File: src/hw/ehl_pkg.sv
// Purpose: Shared constants and types of the error history log.
// Assumes: One 20 MHz clock, asynchronous active-low reset.
// Notes: Parameter addresses are the documented fieldbus parameter offsets.
package ehl_pkg;
	localparam int DEPTH = 10;
	localparam int PTR_W = 4;
	localparam logic [15:0] ADDR_ERASE = 16'h3B08;
	localparam logic [15:0] ADDR_PTR_RESET = 16'h3B0A;
	localparam logic [15:0] ADDR_ERR_NUM = 16'h3C02;
	localparam logic [15:0] ADDR_CLASS = 16'h3C04;
	localparam logic [15:0] ADDR_TIME = 16'h3C06;
	localparam logic [15:0] ADDR_EXTRA = 16'h3C08;
	localparam logic [15:0] CMD_ONE = 16'h0001;
	localparam logic [15:0] ZERO16 = 16'h0000;
	localparam int STATUS_ERR_BIT = 13;
	localparam logic [3:0] STATUS_OPER_FAULT = 4'h8;
	localparam logic [31:0] TIME_MAX = 32'h1FFFFFFF;
	localparam logic [2:0] CLASS_WARN = 3'h0;
	localparam logic [2:0] CLASS_QSTOP7 = 3'h1;
	localparam logic [2:0] CLASS_QSTOP89 = 3'h2;
	localparam logic [2:0] CLASS_FATAL = 3'h3;
	localparam logic [2:0] CLASS_FATAL_LOCK = 3'h4;
	localparam int ENTRY_W = 16 + 3 + 32 + 16;
	typedef struct packed {
		logic [15:0] num;
		logic [2:0] cls;
		logic [31:0] tim;
		logic [15:0] info;
	} ehl_entry_type;
	typedef enum logic [1:0] {ST_IDLE, ST_ERASE} ehl_state_type;
endpackage

File: src/hw/ehl_mem_if.sv
`timescale 1ns/1ps
// Purpose: Carrier between the history controller and its entry store.
// Assumes: Same clock on both sides.
// Notes: Read data come one cycle after the read address.
interface ehl_mem_if;
	logic we;
	logic [ehl_pkg::PTR_W-1:0] waddr;
	ehl_pkg::ehl_entry_type wdata;
	logic [ehl_pkg::PTR_W-1:0] raddr;
	ehl_pkg::ehl_entry_type rdata;
	modport ctrl(output we, output waddr, output wdata, output raddr, input rdata);
	modport mem(input we, input waddr, input wdata, input raddr, output rdata);
endinterface

File: src/hw/ehl_entry_mem.sv
`timescale 1ns/1ps
// Purpose: Ten-slot entry store with registered read data.
// Assumes: Stands in for a non-volatile array; it has no reset so contents survive a logic reset.
// Notes: One write port, one read port.
module ehl_entry_mem (
	// Clock
	input wire logic clk,
	// Store port
	ehl_mem_if.mem m
);
	ehl_pkg::ehl_entry_type store [ehl_pkg::DEPTH];

	always_ff @(posedge clk) begin
		if (m.we) begin
			store[m.waddr] <= m.wdata;
		end
		m.rdata <= store[m.raddr];
	end
endmodule

File: src/hw/ehl_top.sv
`timescale 1ns/1ps
// Purpose: Error reporting and ten-entry error history reached through drive parameters.
// Assumes: Parameter access is a one-cycle read or write strobe with a 16-bit address.
// Notes: The entry store and its count stand in for non-volatile memory and ignore the logic reset.
// Summary of operation
// On error, change operating status and set status word bit 13.
// Last interruption cause reads zero without error, else the cause's number.
// Each new error writes number with status information into the history; the code logs none that arrive during an erase or a shift walk.
// Consequential errors are not logged; only the triggering cause.
// History keeps the ten most recent errors.
// History contents survive power-off.
// Writing one to erase command clears all entries.
// Erase command reads nonzero while erasing, zero when done; master polls.
// Writing one to pointer reset sets read pointer to oldest entry.
// Master reads entries sequentially after resetting the pointer.
// Each error number read advances the read pointer by one; the code stops advancing once the pointer reaches 10.
// Pointer past stored entries reads error number zero.
// Position one is oldest; position ten holds the newest of ten.
// Master reads error number before other components of an entry.
// Reading error number latches the whole entry for component reads.
// Class codes 0 to 4 as warning, quick stops and fatal kinds.
// Time is 32-bit seconds from hours counter, up to 536870911.
// Additional information is a 16-bit error-dependent value.
// Class 4 errors survive a fault reset; only power cycling clears.
// With ten stored, a new error drops the oldest and shifts down.
module ehl_top (
	// Clock and reset
	input wire logic clk,
	input wire logic resetn,
	// Error source
	input wire logic err_evt,
	input wire logic [15:0] err_num,
	input wire logic [2:0] err_class,
	input wire logic [15:0] err_info,
	input wire logic [31:0] op_seconds,
	input wire logic fault_reset,
	input wire logic [3:0] oper_state,
	// Parameter access
	input wire logic par_rd,
	input wire logic par_wr,
	input wire logic [15:0] par_addr,
	input wire logic [31:0] par_wdata,
	output logic [31:0] par_rdata,
	output logic par_ack,
	// Status
	output logic [15:0] drive_status_word,
	output logic [15:0] last_interrupt_cause
);
	// ----------------------------------------------------------------
	// Entry store
	// ----------------------------------------------------------------
	ehl_mem_if mif();

	ehl_entry_mem u_mem (
		.clk(clk),
		.m(mif)
	);

	// ----------------------------------------------------------------
	// State
	// ----------------------------------------------------------------
	logic [ehl_pkg::PTR_W-1:0] count_r;
	logic [ehl_pkg::PTR_W-1:0] rd_ptr_r;
	logic [ehl_pkg::PTR_W-1:0] walk_r;
	logic fault_r;
	logic [15:0] cause_r;
	logic [2:0] cause_class_r;
	ehl_pkg::ehl_state_type state_r;
	logic shift_busy_r;
	logic [ehl_pkg::PTR_W-1:0] shift_idx_r;
	ehl_pkg::ehl_entry_type pending_r;
	ehl_pkg::ehl_entry_type hold_r;
	logic latch_pend_r;
	logic latch_empty_r;

	// ----------------------------------------------------------------
	// Helpers
	// ----------------------------------------------------------------
	function automatic logic [ehl_pkg::PTR_W-1:0] inc_ptr(input logic [ehl_pkg::PTR_W-1:0] p);
		inc_ptr = p + 4'h1;
	endfunction

	function automatic logic [31:0] clamp_time(input logic [31:0] t);
		clamp_time = (t > ehl_pkg::TIME_MAX) ? ehl_pkg::TIME_MAX : t;
	endfunction

	function automatic logic is_last(input logic [ehl_pkg::PTR_W-1:0] p);
		is_last = p == 4'(ehl_pkg::DEPTH - 1);
	endfunction

	logic wr_erase;
	logic wr_ptr_reset;
	logic rd_num;
	logic new_err;
	logic full;
	logic log_start;
	logic erase_done;
	assign wr_erase = par_wr && par_addr == ehl_pkg::ADDR_ERASE && par_wdata[15:0] == ehl_pkg::CMD_ONE;
	assign wr_ptr_reset = par_wr && par_addr == ehl_pkg::ADDR_PTR_RESET && par_wdata[15:0] == ehl_pkg::CMD_ONE;
	assign rd_num = par_rd && par_addr == ehl_pkg::ADDR_ERR_NUM;
	// Only the first error of a fault episode is logged.
	assign new_err = err_evt && !fault_r;
	assign full = count_r == 4'(ehl_pkg::DEPTH);
	// A log starts only when the store is free: erase and shift walks own its port.
	assign log_start = state_r == ehl_pkg::ST_IDLE && !wr_erase && !shift_busy_r && new_err;
	assign erase_done = state_r == ehl_pkg::ST_ERASE && is_last(walk_r);

	// ----------------------------------------------------------------
	// Fault state and last cause
	// ----------------------------------------------------------------
	// A new error outranks a fault reset, but an error that meets a fault reset while the flag is set is dropped.
	always_ff @(posedge clk or negedge resetn) begin
		if (!resetn) begin
			fault_r <= 1'b0;
			cause_r <= ehl_pkg::ZERO16;
			cause_class_r <= ehl_pkg::CLASS_WARN;
		end else if (new_err) begin
			fault_r <= 1'b1;
			cause_r <= err_num;
			cause_class_r <= err_class;
		end else if (fault_reset && fault_r && cause_class_r != ehl_pkg::CLASS_FATAL_LOCK) begin
			fault_r <= 1'b0;
			cause_r <= ehl_pkg::ZERO16;
		end
	end

	always_ff @(posedge clk or negedge resetn) begin
		if (!resetn) begin
			drive_status_word <= ehl_pkg::ZERO16;
			last_interrupt_cause <= ehl_pkg::ZERO16;
		end else begin
			// Fields other than the state code and the error bit read as zero.
			drive_status_word <= ehl_pkg::ZERO16;
			drive_status_word[3:0] <= fault_r ? ehl_pkg::STATUS_OPER_FAULT : oper_state;
			drive_status_word[ehl_pkg::STATUS_ERR_BIT] <= fault_r;
			last_interrupt_cause <= cause_r;
		end
	end

	// ----------------------------------------------------------------
	// Logging, shifting and erasing
	// ----------------------------------------------------------------
	// A log while full runs a shift walk first: slot i+1 is read, then written
	// into slot i, one slot per two cycles. Errors arriving meanwhile are not logged;
	// they are consequential unless a fault reset clears the fault flag mid-walk.
	logic shift_phase_r;
	always_ff @(posedge clk or negedge resetn) begin
		if (!resetn) begin
			state_r <= ehl_pkg::ST_IDLE;
			walk_r <= '0;
			shift_busy_r <= 1'b0;
			shift_idx_r <= '0;
			shift_phase_r <= 1'b0;
			pending_r <= '0;
		end else begin
			case (state_r)
				ehl_pkg::ST_IDLE: begin
					if (wr_erase) begin
						state_r <= ehl_pkg::ST_ERASE;
						walk_r <= '0;
						shift_busy_r <= 1'b0;
					end else if (shift_busy_r) begin
						shift_phase_r <= !shift_phase_r;
						if (shift_phase_r) begin
							if (is_last(shift_idx_r)) begin
								shift_busy_r <= 1'b0;
							end else begin
								shift_idx_r <= inc_ptr(shift_idx_r);
							end
						end
					end else if (new_err) begin
						pending_r.num <= err_num;
						pending_r.cls <= err_class;
						pending_r.tim <= clamp_time(op_seconds);
						pending_r.info <= err_info;
						if (full) begin
							shift_busy_r <= 1'b1;
							shift_idx_r <= '0;
							shift_phase_r <= 1'b0;
						end
					end
				end
				ehl_pkg::ST_ERASE: begin
					walk_r <= inc_ptr(walk_r);
					if (is_last(walk_r)) begin
						state_r <= ehl_pkg::ST_IDLE;
					end
				end
				default: state_r <= ehl_pkg::ST_IDLE;
			endcase
		end
	end

	// The count sits beside the store and, like it, ignores the logic reset, so the history
	// is readable again after a power cycle. A store never erased starts from an unknown count.
	always_ff @(posedge clk) begin
		if (erase_done) begin
			count_r <= '0;
		end else if (resetn && log_start && !full) begin
			count_r <= inc_ptr(count_r);
		end
	end

	// Store access: newest goes at the highest occupied slot, oldest at slot 0.
	logic log_now_r;
	always_ff @(posedge clk or negedge resetn) begin
		if (!resetn) begin
			log_now_r <= 1'b0;
		end else begin
			log_now_r <= log_start && !full;
		end
	end

	// A shift walk borrows the read port, so an entry read during a walk may see a slot
	// in motion; the master should let a logged error settle before reading the history.
	always_comb begin
		mif.we = 1'b0;
		mif.waddr = '0;
		mif.wdata = '0;
		mif.raddr = rd_ptr_r;
		if (state_r == ehl_pkg::ST_ERASE) begin
			mif.we = 1'b1;
			mif.waddr = walk_r;
		end else if (shift_busy_r) begin
			if (!shift_phase_r) begin
				mif.raddr = is_last(shift_idx_r) ? shift_idx_r : inc_ptr(shift_idx_r);
			end else begin
				mif.we = 1'b1;
				mif.waddr = shift_idx_r;
				mif.wdata = is_last(shift_idx_r) ? pending_r : mif.rdata;
			end
		end else if (log_now_r) begin
			mif.we = 1'b1;
			mif.waddr = count_r - 4'h1;
			mif.wdata = pending_r;
		end
	end

	// ----------------------------------------------------------------
	// Sequential read-out
	// ----------------------------------------------------------------
	// The pointer stops one past the last slot so further reads keep answering zero.
	always_ff @(posedge clk or negedge resetn) begin
		if (!resetn) begin
			rd_ptr_r <= '0;
		end else if (wr_ptr_reset) begin
			rd_ptr_r <= '0;
		end else if (rd_num && rd_ptr_r != 4'(ehl_pkg::DEPTH)) begin
			rd_ptr_r <= inc_ptr(rd_ptr_r);
		end
	end

	always_ff @(posedge clk or negedge resetn) begin
		if (!resetn) begin
			latch_pend_r <= 1'b0;
			latch_empty_r <= 1'b0;
			hold_r <= '0;
		end else begin
			// Store data is one cycle behind the address, so the latch lands a cycle later.
			latch_pend_r <= rd_num;
			latch_empty_r <= rd_ptr_r >= count_r;
			if (latch_pend_r) begin
				hold_r <= latch_empty_r ? '0 : mif.rdata;
			end
		end
	end

	// ----------------------------------------------------------------
	// Parameter answers
	// ----------------------------------------------------------------
	// Reads answer two cycles after the strobe. The holding store loads at that same edge, so the
	// error number is taken from the store output on its way in rather than from the old hold.
	logic rd_d_r;
	logic [15:0] rd_addr_r;
	always_ff @(posedge clk or negedge resetn) begin
		if (!resetn) begin
			rd_d_r <= 1'b0;
			rd_addr_r <= ehl_pkg::ZERO16;
		end else begin
			rd_d_r <= par_rd;
			rd_addr_r <= par_addr;
		end
	end

	always_ff @(posedge clk or negedge resetn) begin
		if (!resetn) begin
			par_rdata <= '0;
			par_ack <= 1'b0;
		end else begin
			par_ack <= par_wr || rd_d_r;
			par_rdata <= '0;
			if (rd_d_r) begin
				case (rd_addr_r)
					ehl_pkg::ADDR_ERASE: par_rdata[15:0] <= (state_r == ehl_pkg::ST_ERASE) ? ehl_pkg::CMD_ONE : ehl_pkg::ZERO16;
					ehl_pkg::ADDR_ERR_NUM: par_rdata[15:0] <= latch_empty_r ? ehl_pkg::ZERO16 : mif.rdata.num;
					ehl_pkg::ADDR_CLASS: par_rdata[15:0] <= {13'h0000, hold_r.cls};
					ehl_pkg::ADDR_TIME: par_rdata <= hold_r.tim;
					ehl_pkg::ADDR_EXTRA: par_rdata[15:0] <= hold_r.info;
					default: par_rdata <= '0;
				endcase
			end
		end
	end
endmodule

File: config.mk
export PLATFORM = sky130hd
export DESIGN_NAME = ehl_top
export DESIGN_NICKNAME = d
export VERILOG_FILES = /design/src/hw/ehl_pkg.sv /design/src/hw/ehl_mem_if.sv /design/src/hw/ehl_entry_mem.sv /design/src/hw/ehl_top.sv
export SDC_FILE = /design/constraint.sdc
export NUM_CORES = 1
export LEC_CHECK = 0
export BUFFER_PORTS_ARGS = -buffer_cell sky130_fd_sc_hd__buf_4
export CAP_MARGIN = 20
export CELL_PAD_IN_SITES_DETAIL_PLACEMENT = 2
export CELL_PAD_IN_SITES_GLOBAL_PLACEMENT = 2
export CORE_MARGIN = 2
export CORE_UTILIZATION = 35
export CTS_BUF_LIST = sky130_fd_sc_hd__clkbuf_2 sky130_fd_sc_hd__clkbuf_4 sky130_fd_sc_hd__clkbuf_8
export DETAILED_ROUTE_END_ITERATION = 10
export GPL_TIMING_DRIVEN = 0
export PLACE_DENSITY = 0.7
export SYNTH_ARGS = -nofsm -noshare
export SYNTH_HDL_FRONTEND = slang
export SYNTH_HIERARCHICAL = 1
export SYNTH_SLANG_ARGS = --single-unit
File: constraint.sdc
create_clock -name clk -period 8.7 [get_ports clk]
set_input_delay 1.305 -clock clk [delete_from_list [all_inputs] [get_ports clk]]
set_output_delay 1.305 -clock clk [all_outputs]
set_load 0.01 [all_outputs]
==> Yosys cells after proc, flatten, opt, wreduce, memory -nomap -nowiden <==
Memory sizes are Yosys's and may differ from the RTL's. A register that Yosys moved wholly into a read port is not among the register bits.
Index checks and enable logic that the tools add are counted.
{ "totals": {"register_bits": 232, "ramBits": 670, "input_bits": 125, "output_inout_bits": 65, "wordCells": 138, "mem_count": 1} }
{ "classes": {"addsub": 5, "n_lt_le_gt_ge": 2, "n_eq_ne": 18, "mux": 51, "bitwise": 2, "n_reduce_logical": 33} }
{ "memory_table": {"columns": ["name", "words", "word_bits", "rd", "rd_clocked_by_memory_dff", "wr", "line_no", "rtl"], "rows": [
  ["u_mem.store", 10, 67, 1, 1, 1, "ehl_entry_mem.sv:11", "ehl_pkg::ehl_entry_type store [ehl_pkg::DEPTH];"]
]} }
{ "ops": {"columns": ["op", "count"], "rows": [
  ["67-bit 2-to-1 mux", 5],
  ["16-bit by 14-bit == test with 1-bit output, second input constant", 8],
  ["16-bit case mux with 5 select lines", 1],
  ["16-bit 2-to-1 mux", 4],
  ["32-bit 2-to-1 mux", 2],
  ["4-bit 2-to-1 mux", 16],
  ["51-bit 2-to-1 mux", 1],
  ["32-bit by 29-bit > comparator with 1-bit output, second input constant", 1],
  ["1-bit 2-to-1 mux", 18],
  ["4-bit by 1-bit adder with 4-bit output, second input constant", 4],
  ["16-bit by 1-bit == test with 1-bit output, second input constant", 1],
  ["1-bit logical AND", 16],
  ["4-bit == test, second input constant", 3],
  ["2-bit nonzero test", 5],
  ["4-bit case mux with 2 select lines", 1],
  ["4-bit AND reduction", 2],
  ["1-bit logical NOT", 5],
  ["5-bit AND reduction", 1],
  ["4-bit greater-or-equal comparator", 1],
  ["2-bit 2-to-1 mux", 2],
  ["2-bit inequality test, second input constant", 2],
  ["4-bit inequality test, second input constant", 1],
  ["2-bit case mux with 2 select lines", 1],
  ["2-bit AND reduction", 2],
  ["other kinds (7)", 8]
]} }

==> Logic depth before layout (Yosys ltp) <==
{ "depth": {"depth_word": 9, "mapped_depth": 12, "ltp_nobuf": 9} }

==> Modules after synthesis <==
Netlist, hierarchy kept.
{ "modules_own_cells": {"columns": ["mod", "n_inst", "cells_each", "area_each_um2", "seq_area_each_um2"], "rows": [
  ["ehl_entry_mem", 1, 1440, 27348.7, 21460.6],
  ["ehl_top", 1, 927, 10113.4, 5760.5]
]} }

==> Least setup slack after synthesis <==
Ideal clock, no wire load.
{ "synth_path": {"kind": "register to register", "from": "reg count_r[0] (netlist name)", "to": "mem u_mem/store[0][0] (netlist name) (enable)", "t_arrival_ns": 6.200, "t_required_ns": 8.126, "slack_ns": 1.925, "path_stages_with_launch": 8, "n_path_buf": 0, "cell_sequence": "dfxtp_1 > inv_1 > ha_1 > xor2_1 > a221oi_1 > nor2_1 > or3b_2 > nor3_1"} }
{ "synth_between": {"elab_chain_len": 4} }
{ "synth_lines": {"columns": ["element", "line_no", "rtl"], "rows": [
  ["start, declared", "ehl_top.sv:62", "logic [ehl_pkg::PTR_W-1:0] count_r;"],
  ["start signal, assigned", "ehl_top.sv:200", "count_r <= inc_ptr(count_r);"],
  ["4-bit by 1-bit subtractor with 4-bit output", "ehl_top.sv:234", "mif.waddr = count_r - 4'h1;"],
  ["4-bit 2-to-1 mux", "ehl_top.sv:232", "end else if (log_now_r) begin"],
  ["4-bit 2-to-1 mux", "ehl_top.sv:224", "end else if (shift_busy_r) begin"],
  ["4-bit 2-to-1 mux", "ehl_top.sv:221", "if (state_r == ehl_pkg::ST_ERASE) begin"],
  ["named net mif.waddr (one bit)", "ehl_mem_if.sv:7", "logic [ehl_pkg::PTR_W-1:0] waddr;"],
  ["end, declared", "ehl_entry_mem.sv:11", null]
]} }
The timed path passes the listed nets, and every way through them passes these cells.

==> Worst setup path in the final report <==
{ "layout_path": {"from": "reg state_r[0]", "to": "reg, netlist name u_mem/m.rdata[55]"} }
{ "layout_between": {"elab_chain_len": 2} }
{ "layout_lines": {"columns": ["element", "line_no", "rtl"], "rows": [
  ["start, declared", "ehl_top.sv:68", "ehl_pkg::ehl_state_type state_r;"],
  ["start signal, assigned", "ehl_top.sv:149", "state_r <= ehl_pkg::ST_IDLE;"],
  ["start signal, assigned", "ehl_top.sv:159", "state_r <= ehl_pkg::ST_ERASE;"],
  ["start signal, assigned", "ehl_top.sv:186", "state_r <= ehl_pkg::ST_IDLE;"],
  ["2-bit by 1-bit == test with 1-bit output", "ehl_top.sv:221", null],
  ["4-bit 2-to-1 mux", "ehl_top.sv:221", null],
  ["named net mif.raddr (one bit)", "ehl_mem_if.sv:9", "logic [ehl_pkg::PTR_W-1:0] raddr;"]
]} }
The timed path passes the listed nets, and every way through them passes these cells.
A chain may end at the register's enable or synchronous reset.

==> metrics.csv <==
stage,metric,value,unit
synthesis,synthAdderAreaFrac,0.434,%
worst_setup_path,worstPathCellList,"clkbuf_1, inv_1, clkbuf_1, nand2_1, nand2_1, o21ai_0, nor2_1, buf_2, buf_1, a22o_1, o31ai_1",
synthesis,ys_warn_count,6,
place,place_hpwl,83700,um
die,fp.dieH,331,um
detailed_routing,viasPerCell,5.39,
timing,setup_violations,0,
synthesis,syn_area,37500,sq um
synthesis,synth_top_family_by_area,multiplexers,
clock_tree,tritoncts,yes,
synthesis,synth_compound_area_share,8.35,%
clock_tree,post_cts_buffers,0,
detailed_routing,wl_per_cell,28.6,um
synthesis,muxShareOfSynthArea,10.8,%
run_status,status,completed,
worst_hold_path,hold_start,cause_r[12],
clock_tree,path_clk_slew,50,ps
worst_setup_path,cp.depth,11,
grt,gr-total-overflow,0,
clock_tree,clock_sinks,968,
place,placed_area,41400,sq um
detailed_routing,wirelength,123000,um
grt,antenna_found_initial,8,
timing,fin_skew,47.1,ps
timing,postLayoutSetupSlackWorst,4140,ps
place,place_congestion,0.796,
place,numPlacedInstances,3995,
timing,hold_viol,0,
worst_setup_path,worst_r2r_endpoint,u_mem/m.rdata[55],
power,power_density,337,nW/um^2
synthesis,seq_area_frac_synth,72.7,%
layout,nets,2896,
worst_setup_path,cp_slowest_cell,nor2_1,
detailed_routing,num_vias,23200,
timing,fin_crit,4560,ps
worst_setup_path,reg2reg_slack,4140,ps
place,place_ws,4240,ps
worst_setup_path,path_class,reg2reg,
die,ios,190,
worst_setup_path,arrival,5220,ps
die,rows,120,
grt,grt_first_pass_wirelength,178000,um
clock_tree,ctsResizeCount,0,
worst_setup_path,crit_path_max_fanout,10,
clock_tree,htreeDepth,4,
detailed_routing,drc_errors,0,
timing,tightest_slew,1180,ps
timing,slew_violations,0,
worst_setup_path,setup.worst_path.start_class,flip-flop,
worst_setup_path,r2r-start,state_r[0],
timing,max_freq,219,MHz
synthesis,yosys.cell_types.count,64,
worst_hold_path,hold_class,reg2reg,
timing,rsz0062_at_grt,no,
synthesis,synthFlopType,edfxtp_1,
detailed_routing,ant_nets,0,
synthesis,ys_async_sr_fraction,23.5,%
layout,fin_area,44900,sq um
worst_setup_path,r2r.worst_path.cells,11,
detailed_routing,drtPass1Iterations,8,
place,io_buffers,162,
worst_hold_path,whs_endpoint,last_interrupt_cause[12],
synthesis,synth-seq-cells,968,
layout,drive_gt1_share,28.4,%
worst_setup_path,cp_data_required_time,9360,ps
synthesis,synth_edf_count,670,
worst_hold_path,worstHoldPathCells,0,
timing,slew_headroom,21.1,%
synthesis,synth-xor-area-share,0.187,%
grt,grt_pass1_vias,25900,
clock_tree,holdBufCountCts,0,
die,die_w,331,um
layout,fin_util,42.1,%
layout,fin_cells,4304,
die,core,107000,sq um
worst_setup_path,crit_buf_inv,5,
worst_setup_path,crit_family,buffers and inverters,
synthesis,syn_avg_cell_area,15.8,sq um
flow_run,maxCapViolations,0,
worst_setup_path,cp_slowest_stage_delay,790,ps
clock_tree,cts_root_buf,clkbuf_8,
clock_tree,clockBufferDepth,3,
clock_tree,numCtsBuffers,164,
layout,synthToLayoutAreaGrowth,19.7,%
die,fp.dieArea,110000,sq um
grt,track_usage,22.4,%
detailed_routing,drt-initial-drc-count,1794,
clock_tree,worstSkewPairLatency,840,ps
die,start_util,35.1,%
timing,finalCritPeriodShare,52.4,%
power,leakage,16.2,nW
synthesis,synth-simple-area-share,4.86,%
power,vdd_ir_drop_max,0.116,mV
worst_setup_path,startpoint,state_r[0],
synthesis,syn_inst,2367,
grt,grt_max_degree,117,
worst_setup_path,endpoint_kind,flip-flop,
## how the worst max path moves through the flow
stage	end
final	u_mem/m.rdata[55]
after global routing	u_mem/m.rdata[42]
after CTS	u_mem/m.rdata[42]
after detailed placement	u_mem/m.rdata[40]
after global placement	u_mem/store[4][28]
after floorplan	u_mem/store[0][0]
## flip-flops by register name (all words and copies together), names as in the netlist, 3 cells and up
signal,count
pending_r,67
rd_addr_r,16
walk_r,4
shift_idx_r,4
par_rdata,32
count_r,4
rd_ptr_r,4
hold_r,51
u_mem/store,670
cause_r,16
u_mem/m.rdata,67
last_interrupt_cause,16
drive_status_word,5
cause_class_r,3
## cells in the mapped netlist, drive strengths merged (3+ instances only)
library cell  count  area (sq um)
buf              78           472
xnor2             5          43.8
dfxtp            71          1420
a22o             84           736
a31oi             3          18.8
dfrtp           227          5680
and3             23           144
nand3b           55           413
a222oi           15           150
edfxtp          670         20100
and2              5          31.3
nor4              5          37.5
o22a             29           254
nand3             8          40.0
nand4             3          18.8
or4               4          30.0
nor2b             9          58.8
o22ai            70           438
nor4b             3          26.3
a21oi             8          40.0
nor2            113           424
inv              62           233
mux2i           136          1360
clkbuf           78           300
mux2            239          2690
a22oi            69           518
o31ai            67           503
o21ai            67           335
nand2            96           360
a21o              5          37.5
nor3             11          66.3
xor2              3          26.3
ha               13           163
and4              4          37.5
nand2b            5          31.3
## report_power, final
part | switching, W | internal (W)
clock | 0.00188 | 0.00239
sequential | 0.000473 | 0.00616
combinational | 0.00262 | 0.00161
## cell type report
| cell class | count | area [sq um] |
|---|---|---|
| fill | 10300 | 61800 |
| sequential | 968 | 27200 |
| multi-input combinational | 1191 | 9340 |
| clock buffer | 263 | 3190 |
| timing repair buffer | 215 | 2050 |
| tap | 1403 | 1760 |
| buffer | 156 | 772 |
| clock inverter | 43 | 287 |
| inverter | 62 | 233 |
| antenna | 3 | 7.51 |
## placed cells by master, fill, tap and decap left out, types with 71 or more instances in the layout
master	instances
a22o_1	84
buf_4	182
clkbuf_1	76
clkbuf_4	71
clkbuf_8	194
dfrtp_1	227
dfxtp_1	71
edfxtp_1	670
mux2_2	231
mux2i_1	136
nand2_1	96
nor2_1	106
## through the flow
| stage | hold slack [ps] | TNS, ps | total power [W] |
|---|---|---|---|
| after floorplan | 354 | 0 | 0.00908 |
| after global placement | 364 | -1467670 | 0.0105 |
| after CTS | 374 | 0 | 0.0152 |
| after detailed placement | 366 | 0 | 0.0109 |
| after global routing | 391 | 0 | 0.0157 |
| final | 375 | 0 | 0.0151 |
## routing by layer
| metal | GRT usage [%] | part of all wire (%) |
|---|---|---|
| met1 | 28.4 | 42 |
| met2 | 39.0 | 51 |
| met3 | 3.55 | 4.7 |
| met4 | 7.49 | 2.6 |
| met5 | 0 | 0 |
## logic make-up (layout without fill, tap and decap cells)
logic type                 count (synthesis)  after routing
buffers and inverters                    218            739
AOI/OAI and AO/OA                        428            428
DFF                                      968            968
and+or+nand+nor                          356            356
xor gates and xnor gates                   8              8
adders and majority gates                 13             13
muxes                                    375            375
other                                      1             14
## worst register-to-register path, cell delays in order (launching register included)
cell and delay [ps]:
dfrtp_1 350, clkbuf_1 310, inv_1 170, clkbuf_1 380
nand2_1 280, nand2_1 120, o21ai_0 390, nor2_1 790
buf_2 500, buf_1 710, a22o_1 320, o31ai_1 100
(Power assumes the default switching activity.)
